## src/core/vspf_pkg.sv

```systemverilog
// video side port formatter: shared constants and types
// assumes a single core clock; no software-visible registers
package vspf_pkg;

	// port signalling standards, one selected at a time
	typedef enum logic [2:0] {
		VSPF_MODE_DSYNC8,
		VSPF_MODE_EMB656,
		VSPF_MODE_VIP,
		VSPF_MODE_ZOOM,
		VSPF_MODE_DIRECT16,
		VSPF_MODE_RAWDTV
	} vspf_mode_t;

	// nominal pixel clock of the port, kept for reference
	localparam int VSPF_LLC_KHZ = 27000;
	// core cycles per port clock period
	localparam int VSPF_DIV_FULL = 2;
	localparam int VSPF_DIV_HALF = 4;

	// timing reference bytes
	localparam logic [7:0] VSPF_PREAMBLE_HI = 8'hFF;
	localparam logic [7:0] VSPF_PREAMBLE_LO = 8'h00;
	// empty cycle marker for discontinuous streams
	localparam logic [7:0] VSPF_EMPTY_BYTE = 8'h00;
	// blanking level pair, chroma then luma
	localparam logic [7:0] VSPF_BLANK_C = 8'h80;
	localparam logic [7:0] VSPF_BLANK_Y = 8'h10;
	// number of bytes in one timing code
	localparam logic [2:0] VSPF_CODE_LEN = 3'h4;

	// reset values
	localparam logic [15:0] VSPF_DATA_RST = 16'h0000;
	localparam logic [1:0] VSPF_CNT_RST = 2'h0;

	// raw sample width
	localparam int VSPF_RAW_W = 9;

endpackage

```

## src/core/vspf_code_if.sv

```systemverilog
// video side port formatter: link to the timing code builder
// assumes both ends sit on the core clock
`timescale 1ns/1ps
interface vspf_code_if;
	logic field;
	logic vblank;
	logic eav;
	logic [7:0] xy;

	modport gen (
		input field,
		input vblank,
		input eav,
		output xy
	);

	modport user (
		output field,
		output vblank,
		output eav,
		input xy
	);
endinterface

```

## src/core/vspf_code_gen.sv

```systemverilog
// video side port formatter: builds the fourth byte of a timing code
// assumes field, vblank and eav are stable while the byte is sent
`timescale 1ns/1ps
module vspf_code_gen (
	vspf_code_if.gen code
);
	// ----------------------------------------------------------------
	// status byte with protection bits
	// ----------------------------------------------------------------
	always_comb begin
		code.xy = {1'b1, code.field, code.vblank, code.eav,
			code.vblank ^ code.eav,
			code.field ^ code.eav,
			code.field ^ code.vblank,
			code.field ^ code.vblank ^ code.eav};
	end
endmodule

```

## src/core/vspf_top.sv

```systemverilog
// video side port formatter: drives the local video side port pins
// assumes stream inputs come from logic on core_clk; rawClkIn is a pin
//
// Overview of operation
// - discrete-sync 8-bit mode: byte stream, hsync, vsync and active qualifier at full rate.
// - embedded-code mode: byte stream, timing by start and end codes in data; hsync, vsync and active pins are still driven.
// - VIP mode: 8 or 16 bit data with embedded timing codes, full rate.
// - zoomed-video mode: 16-bit pixels at half rate with discrete syncs.
// - direct 16-bit mode: full rate, hsync, vsync or field, clock reference qualifier.
// - raw digital-TV mode: 9-bit samples clocked by copy of the external clock.
// - VIP discontinuous stream: byte 00 sent on every empty cycle of active video; blanking levels are sent outside it.
// - discrete-sync standards: empty cycles marked by valid qualifier or by gated clock.
// - stream goes to side port, capture path, or both together.
// - port clock is regular except in raw mode and when gated on empty cycles: fixed number of core cycles per pixel.
`timescale 1ns/1ps
module vspf_top
	import vspf_pkg::*;
(
	input wire logic core_clk,
	input wire logic rst_n,
	input wire vspf_mode_t cfgMode,
	input wire logic cfgVip16,
	input wire logic cfgGateClk,
	input wire logic cfgUseFid,
	input wire logic cfgToPort,
	input wire logic cfgToCapture,
	input wire logic [7:0] pixY,
	input wire logic [7:0] pixC,
	input wire logic pixValid,
	output logic pixReady,
	input wire logic hsyncIn,
	input wire logic vsyncIn,
	input wire logic fieldIn,
	input wire logic activeIn,
	input wire logic rawClkIn,
	input wire logic [VSPF_RAW_W-1:0] rawSample,
	output logic portClk,
	output logic [15:0] portData,
	output logic portOe,
	output logic portHsync,
	output logic portVsync,
	output logic portActive,
	output logic portQual,
	output logic [15:0] capData,
	output logic capValid
);
	// ----------------------------------------------------------------
	// state
	// ----------------------------------------------------------------
	typedef struct packed {
		vspf_mode_t mode;
		logic [1:0] cnt;
		logic clk;
		logic gate;
		logic [15:0] data;
		logic oe;
		logic hs;
		logic vs;
		logic act;
		logic qual;
		logic ready;
		logic [2:0] codeCnt;
		logic eav;
		logic holdPend;
		logic [15:0] hold;
		logic holdValid;
		logic prevAct;
		logic phase;
		logic rawS1;
		logic rawS2;
		logic rawPrev;
		logic [15:0] cap;
		logic capV;
	} vspf_state_t;

	vspf_state_t st_r;
	vspf_state_t st_nxt;
	logic [1:0] rstSync_r;
	logic rstInt_n;

	vspf_code_if codeLink ();

	vspf_code_gen codeGen (
		.code(codeLink.gen)
	);

	// ----------------------------------------------------------------
	// reset release
	// ----------------------------------------------------------------
	always_ff @(posedge core_clk or negedge rst_n) begin
		if (!rst_n) begin
			rstSync_r <= 2'h0;
		end else begin
			rstSync_r <= {rstSync_r[0], 1'b1};
		end
	end
	assign rstInt_n = rstSync_r[1];

	function automatic logic isEmbedded(input vspf_mode_t m);
		isEmbedded = (m == VSPF_MODE_EMB656) || (m == VSPF_MODE_VIP);
	endfunction

	function automatic logic isWide(input vspf_mode_t m, input logic vip16);
		isWide = (m == VSPF_MODE_ZOOM) || (m == VSPF_MODE_DIRECT16) ||
			((m == VSPF_MODE_VIP) && vip16);
	endfunction

	function automatic logic tickAt(input vspf_mode_t m, input logic [1:0] c);
		tickAt = (m == VSPF_MODE_ZOOM) ? (c == 2'h3) : c[0];
	endfunction

	assign codeLink.field = fieldIn;
	assign codeLink.vblank = vsyncIn;
	assign codeLink.eav = st_r.eav;

	// ----------------------------------------------------------------
	// next state
	// ----------------------------------------------------------------
	always_comb begin
		logic tick;
		logic take;
		logic wide;
		logic [15:0] word;
		logic [7:0] codeByte;
		tick = 1'b0;
		take = 1'b0;
		wide = 1'b0;
		word = VSPF_DATA_RST;
		codeByte = VSPF_PREAMBLE_LO;
		st_nxt = st_r;
		st_nxt.capV = 1'b0;
		st_nxt.rawS1 = rawClkIn;
		st_nxt.rawS2 = st_r.rawS1;
		st_nxt.rawPrev = st_r.rawS2;
		st_nxt.mode = cfgMode;
		st_nxt.oe = cfgToPort;
		wide = isWide(st_r.mode, cfgVip16);
		if (cfgMode != st_r.mode) begin
			// restart cleanly on a standard change
			st_nxt.cnt = VSPF_CNT_RST;
			st_nxt.codeCnt = 3'h0;
			st_nxt.holdPend = 1'b0;
			st_nxt.prevAct = 1'b0;
			st_nxt.gate = 1'b0;
			st_nxt.clk = 1'b0;
		end else if (st_r.mode == VSPF_MODE_RAWDTV) begin
			// forwarded copy of the external sampling clock
			st_nxt.clk = st_r.rawS2;
			if (!st_r.rawS2 && st_r.rawPrev) begin
				st_nxt.data = {7'h00, rawSample};
				st_nxt.qual = 1'b1;
				if (cfgToCapture) begin
					st_nxt.cap = {7'h00, rawSample};
					st_nxt.capV = 1'b1;
				end
			end
		end else begin
			st_nxt.cnt = st_r.cnt + 2'h1;
			tick = tickAt(st_r.mode, st_r.cnt);
			take = tick && st_r.ready;
			if (tick) begin
				st_nxt.gate = 1'b0;
				st_nxt.phase = ~st_r.phase;
				st_nxt.hs = hsyncIn;
				st_nxt.vs = (cfgUseFid && st_r.mode == VSPF_MODE_DIRECT16) ?
					fieldIn : vsyncIn;
				st_nxt.act = activeIn;
				st_nxt.prevAct = activeIn;
				word = wide ? {pixY, pixC} : {8'h00, pixY};
				if (isEmbedded(st_r.mode)) begin
					if (st_r.codeCnt != 3'h0) begin
						case (st_r.codeCnt)
							3'h4: codeByte = VSPF_PREAMBLE_HI;
							3'h1: codeByte = codeLink.xy;
							default: codeByte = VSPF_PREAMBLE_LO;
						endcase
						st_nxt.data = wide ? {codeByte, codeByte} : {8'h00, codeByte};
						st_nxt.codeCnt = st_r.codeCnt - 3'h1;
					end else if (take && activeIn != st_r.prevAct) begin
						// timing code first, the taken word waits
						st_nxt.hold = word;
						st_nxt.holdValid = pixValid;
						st_nxt.holdPend = 1'b1;
						st_nxt.eav = !activeIn;
						st_nxt.data = wide ? {2{VSPF_PREAMBLE_HI}} :
							{8'h00, VSPF_PREAMBLE_HI};
						st_nxt.codeCnt = VSPF_CODE_LEN - 3'h1;
					end else begin
						if (st_r.holdPend) begin
							word = st_r.hold;
							st_nxt.holdPend = 1'b0;
						end
						if (!activeIn) begin
							st_nxt.data = wide ? {VSPF_BLANK_Y, VSPF_BLANK_C} :
								{8'h00, st_r.phase ? VSPF_BLANK_Y : VSPF_BLANK_C};
						end else if (st_r.holdPend ? st_r.holdValid : pixValid) begin
							st_nxt.data = word;
						end else if (st_r.mode == VSPF_MODE_VIP) begin
							st_nxt.data = {2{VSPF_EMPTY_BYTE}};
						end else begin
							st_nxt.data = word;
						end
					end
					st_nxt.qual = 1'b1;
				end else begin
					st_nxt.data = word;
					st_nxt.qual = pixValid;
					st_nxt.gate = cfgGateClk && !pixValid;
				end
				if (take && pixValid && activeIn && cfgToCapture) begin
					st_nxt.cap = word;
					st_nxt.capV = 1'b1;
				end
			end
			// clock rises mid-period so data is stable at the rising edge
			if (st_r.mode == VSPF_MODE_ZOOM) begin
				st_nxt.clk = st_nxt.cnt[1] && !st_nxt.gate;
			end else begin
				st_nxt.clk = st_nxt.cnt[0] && !st_nxt.gate;
			end
		end
		// ready lines up with the next tick unless a code is pending
		st_nxt.ready = (st_nxt.mode == st_r.mode) &&
			(st_r.mode != VSPF_MODE_RAWDTV) &&
			tickAt(st_r.mode, st_nxt.cnt) &&
			(st_nxt.codeCnt == 3'h0) && !st_nxt.holdPend;
	end

	always_ff @(posedge core_clk or negedge rstInt_n) begin
		if (!rstInt_n) begin
			st_r <= '0;
		end else begin
			st_r <= st_nxt;
		end
	end

	// ----------------------------------------------------------------
	// outputs
	// ----------------------------------------------------------------
	assign pixReady = st_r.ready;
	assign portClk = st_r.clk;
	assign portData = st_r.data;
	assign portOe = st_r.oe;
	assign portHsync = st_r.hs;
	assign portVsync = st_r.vs;
	assign portActive = st_r.act;
	assign portQual = st_r.qual;
	assign capData = st_r.cap;
	assign capValid = st_r.capV;
endmodule

```

## config.mk

```make
export PLATFORM = sky130hd
export DESIGN_NAME = vspf_top
export DESIGN_NICKNAME = d
export VERILOG_FILES = /design/src/core/vspf_pkg.sv /design/src/core/vspf_code_if.sv /design/src/core/vspf_code_gen.sv /design/src/core/vspf_top.sv
export SDC_FILE = /design/constraint.sdc
export NUM_CORES = 1
export LEC_CHECK = 0
export ABC_CLOCK_PERIOD_IN_PS = 3150
export BUFFER_PORTS_ARGS = -buffer_cell sky130_fd_sc_hd__buf_2
export CORE_MARGIN = 8
export CORE_UTILIZATION = 46
export DETAILED_ROUTE_END_ITERATION = 10
export PLACE_DENSITY_LB_ADDON = 0.25
export SETUP_SLACK_MARGIN = 0.1
export SLEW_MARGIN = 20
export SYNTH_ARGS = -nofsm -noshare
export SYNTH_HDL_FRONTEND = slang
export SYNTH_SLANG_ARGS = --single-unit
```

## constraint.sdc

```tcl
create_clock -name core_clk -period 3.15 [get_ports core_clk]
set_clock_uncertainty 0.2 [all_clocks]
set_input_delay 0.4725 -clock core_clk [delete_from_list [all_inputs] [get_ports core_clk]]
set_output_delay 0.4725 -clock core_clk [all_outputs]
set_load 0.05 [all_outputs]
```

After elaboration in Yosys (flattened, before gate mapping):

Index checks and enable logic that the tools add are counted.

* add/sub/neg operators: 2
* eq/ne operators: 16
* multiplexer cells: 52
* bitwise operators: 8
* reduce and logical (&&, ||, !) cells: 35

Operators with widths (number)
* 2-to-1 mux 16 bit: 15
* 2-to-1 mux 17 bit: 9
* 2-to-1 mux 24 bit: 2
* 2-to-1 mux 22 bit: 1
* 2-to-1 mux 19 bit: 1
* 2-to-1 mux 1 bit: 16
* one-hot mux 8 bit (2 select lines): 1
* logical AND 1 bit: 15
* 2-to-1 mux 13 bit: 1
* equality test 3 bit, second input constant: 3
* AND reduction 3 bit: 3
* 2-to-1 mux 4 bit: 2
* 2-to-1 mux 8 bit: 1
* equality test 3 x 1 -> 1 bit, second input constant: 2
* equality test 3 x 2 -> 1 bit, second input constant: 2
* 2-to-1 mux 3 bit: 2
* AND reduction 6 bit: 1
* nonzero test 2 bit: 3
* nonzero test 3 bit: 2
* logical NOT 1 bit: 5
* AND reduction 5 bit: 1
* equality test 2 bit, second input constant: 2
* inequality test 2 bit, second input constant: 2
* NOT 1 bit: 4
* 12 further kinds: 17

* register bits after elaboration: 75
* bits of input ports: 41
* output and inout bits: 40
* logic and storage cells: 137

Longest topological paths before layout:

* depth in word-level cells: 24
* gate-level depth with buffers: 8
* mapped depth without buffers: 7

Cells and area by module:

A second synthesis with hierarchy kept.

* cell total of the unflattened synthesis: 591
* area total of the unflattened synthesis: 5449.0 um^2

Modules (own cells, without submodules)
* vspf_top: instances 1, cells an instance 582, area each 5365.1 um^2, sequential area each 1876.8 um^2
* vspf_code_gen: instances 1, cells an instance 9, area each 83.8 um^2, sequential area each 0.0 um^2

Worst setup path after synthesis:

No wires, ideal clock.

* path kind: register to register
* start: register st_r[68] in the netlist's numbering
* end: register st_r[29] in the netlist's numbering
* library setup time: 0.125 ns
* arrival time: 1.983 ns
* required time: 2.825 ns
* slack: 0.842 ns
* stages on the path, launching flop included: 8
* buffers on the path: 1
* period minus slack after synthesis: 2.308 ns
* path through: dfrtp_1 > ha_1 > and3_1 > o21ai_1 > a21oi_4 > nand4_4 > buf_6 > mux2_4

* word-level cells in the longest chain between the ends: 5

Ends and longest elaborated chain
* start, declared: RTL line vspf_top.sv:76 `vspf_state_t st_r;`
* start signal, assigned: RTL line vspf_top.sv:233 `st_r <= st_nxt;`
* equality test 2 bit: RTL line vspf_top.sv:109 `tickAt = (m == VSPF_MODE_ZOOM) ? (c == 2'h3) : c[0];`
* 2-to-1 mux 1 bit (*): RTL line vspf_top.sv:109
* logical AND 1 bit: RTL line vspf_top.sv:160 `take = tick && st_r.ready;`
* logical AND 1 bit: RTL line vspf_top.sv:179 `end else if (take && activeIn != st_r.prevAct) begin`
* AND reduction 6 bit (no source line) (*)

Mark *: on every way between the ends. The rest lies on a longest branch, timed or not.
A chain may end at the register's enable or synchronous reset.

Worst setup path in the final report:

* start: register st_r[70] in the netlist's numbering
* end: register st_r[38] in the netlist's numbering

* word-level cells in the longest chain between the ends: 5
* elaborated cells between the ends (all ways): 17
* classes of those cells: 6 x eq/ne; 2 x mux; 2 x bitwise; 7 x reduce/logical

Ends and longest elaborated chain (RTL line)
* equality test 3 x 2 -> 1 bit: vspf_top.sv:104, vspf_top.sv:109
* 2-to-1 mux 1 bit: vspf_top.sv:109
* logical AND 1 bit: vspf_top.sv:160
* logical AND 1 bit: vspf_top.sv:179
* AND reduction 6 bit (no source line)

Several ways; a longest one is shown, not always the timed one.

==> impl_metrics.toml <==
[die]
die_h_um = 121
die_area_um2 = 14600
io_pins = 81
start_util = 0.470
die_width_um = 121
coreArea_um2 = 10800
rows = 38

[yosys]
synthCells = 546
syn_area_um2 = 5070
synth_nets = 591
synth.distinct_cells = 72
seq_area_frac_synth = 0.370
yosys-top-cells-area = "dfrtp_1, buf_4, nand2_1, mux2i_1, mux2_4"
synth.top_cell.area_share = 0.370
synth-main-ff-cell = "dfrtp_1"
ys_seq_elements = 75
async_flop_share = 1.00
synth-edff-count = 0
yosys.area.top_type = "dfrtp_1"
synth_commonest_cells = "dfrtp_1, nand2_1, buf_4, nor2_1, o21ai_0"
synth-warning-count = 0
synth_area_per_cell_um2 = 9.28
synthMostInstantiatedCell = "dfrtp_1"

[global_routing]
grt_max_degree = 74
track_usage = 0.218
antenna_found_initial = 0
grt-ovfl-total = 0
grt_pass1_vias = 4588
grt_pass1_wl_um = 25000

[critical_path]
arrival_ns = 2.97
rrSetupSlack_ns = 0.23
reg2reg_from = "st_r[70]"
rr_worst_depth = 5
endpoint_kind = "register"
r2r_end = "st_r[38]"
critPathKind = "reg2reg"
worstPathRequired_ns = 3.20
crit_fanout = 18
cp-start-kind = "register"

[layout]
area_growth_pct = 12.0
num_antenna_cells = 0
drive_above_1_share = 0.257
fin_cells = 736
finalNetCount = 636
final_util = 0.526

[job]
cap_violations = 0

[worst_hold_path]
min-delay-start = "cfgMode[0]"
hold_path_depth = 1
holdPathEnd = "st_r[70]"
min_path_type = "in2reg"

[timing]
hold_viol = 0
tightest_slew_ns = 0.952
fmax_mhz = 342
timing.hold.ws_ns = 0.0334
final.min_clock_period_ns = 2.92
rsz0062_at_grt = "no"
final-setup-viol-count = 0
post-route-period-util = 0.927
tns_ns = 0
max_slew_margin = 0.365
drv_slew = 0

[clock_tree]
hold_buffers = 3
cts_buffers = 9
htreeDepth = 3
cts_setup_buffers = 0
cts_resized = 0
clkSinkCount = 75
clk_pin_slew_ns = 0.08
cts_root_buffer = "clkbuf_8"
tritoncts = "yes"
clock_path_buffers = 2
clkLatencyLatePin_ns = 0.37

[placement]
hpwl_um = 11600
post-place-cells = 717
io_buffer_count = 80
gp_congestion = 0.937

[route]
drtPass1Iterations = 5
vias_per_cell = 6.10
first_iter_violations = 479
route.detailed.drc = 0
wl_per_cell_um = 21.2
routed_wl_um = 15600
detail-route-antenna-nets = 0
num_vias = 4491

[outcome]
outcome = "finished clean"

[pwr]
peakVddDrop_mv = 0.387
power_density_nw_per_um2 = 527
leakagePower_nw = 2.72
metal layers:
layer | vias to the layer above | GRT usage | wire length [um]
met5 | - | 0 | 0
met4 | 0 | 0.108 | 529
met3 | 35 | 0.0419 | 1060
met2 | 196 | 0.352 | 7440
met1 | 2187 | 0.274 | 6560
li1 | 2073 | - | -
critical path, cell delays in order, from the launching register on:
cell and delay [ns]:
dfrtp_1 0.67, nand3b_1 0.25, mux2i_2 0.61, nor2_1 0.25
nand4_4 0.42, mux2_2 0.39
how the worst max path moves through the flow:
| stage | depth (start not counted) | from | endpoint | slack (ns) |
|---|---|---|---|---|
| 6_report | 5 | st_r[70] | st_r[38] | 0.23 |
| 5_1_grt | 5 | st_r[70] | st_r[28] | 0.10 |
| 4_1_cts | 5 | st_r[70] | st_r[38] | 0.26 |
| 3_5_place_dp | 5 | st_r[70] | st_r[38] | 0.27 |
| 3_3_place_gp | 5 | st_r[70] | st_r[22] | 0.38 |
| 2_1_floorplan | 0 | rstSync_r[1] | capData[0] | 0.71 |
layout make-up:
cell class	count	area (um2)
Clock buffer	12	165
Clock inverter	4	95.1
Fill cell	1040	5120
Inverter	18	67.6
Multi-Input combinational cell	383	2700
Sequential cell	75	1880
Tap cell	140	175
Timing Repair Buffer	104	588
registers in the layout, summed over array words and instances, names as in the netlist, 2 cells and up:
signal and flops:
capData 16, portData 16, rstSync_r 2, st_nxt 2
st_r 30
power by group:
group,internal [mW],switching (mW)
combinational,0.247,0.641
clock,0.590,0.366
sequential,1.07,0.0794
total,1.91,1.09
stage by stage:
step                power (mW)  setup WS, ns  area, um2
finish                    2.99         0.229       5680
global placement          2.04         0.378       5390
global route              3.13         0.102       5680
floorplan                 1.90         0.707       5070
detailed placement        2.05         0.271       5390
CTS                       3.02         0.256       5680
cells in the final DEF (no fill, tap or decap), types with 6 or more instances in the layout:
cell       count
a211oi_1       7
a21o_1         9
a21oi_1       21
a221o_1        6
a221oi_1      15
a22oi_1        8
a31oi_1        6
and2_1        13
buf_2         80
buf_4         21
clkbuf_8      12
dfrtp_1       74
inv_1         18
mux2_2         9
mux2_4         9
mux2i_1       21
nand2_1       61
nand2b_1       8
nand3_1       12
nand3b_1       8
nor2_1        28
o211ai_1      15
o21ai_0       22
o221ai_1       7
o2bb2ai_1      7
o31ai_1        9
xnor2_1        6
cell families (layout without fill, tap and decap cells):
kind of cell | count (synthesis) | after routing | synth area share
flip-flops | 75 | 75 | 0.370
AO/OA/AOI/OAI | 166 | 166 | 0.246
buffers and inverters | 88 | 138 | 0.0963
multiplexers | 40 | 40 | 0.0908
adder cells (fa/ha/maj) | 4 | 4 | 0.00987
XOR/XNOR | 12 | 12 | 0.0249
other | 1 | 1 | 0.000740
AND/OR/NAND/NOR | 160 | 160 | 0.161
Note: power is estimated with default switching activity, not from simulation.
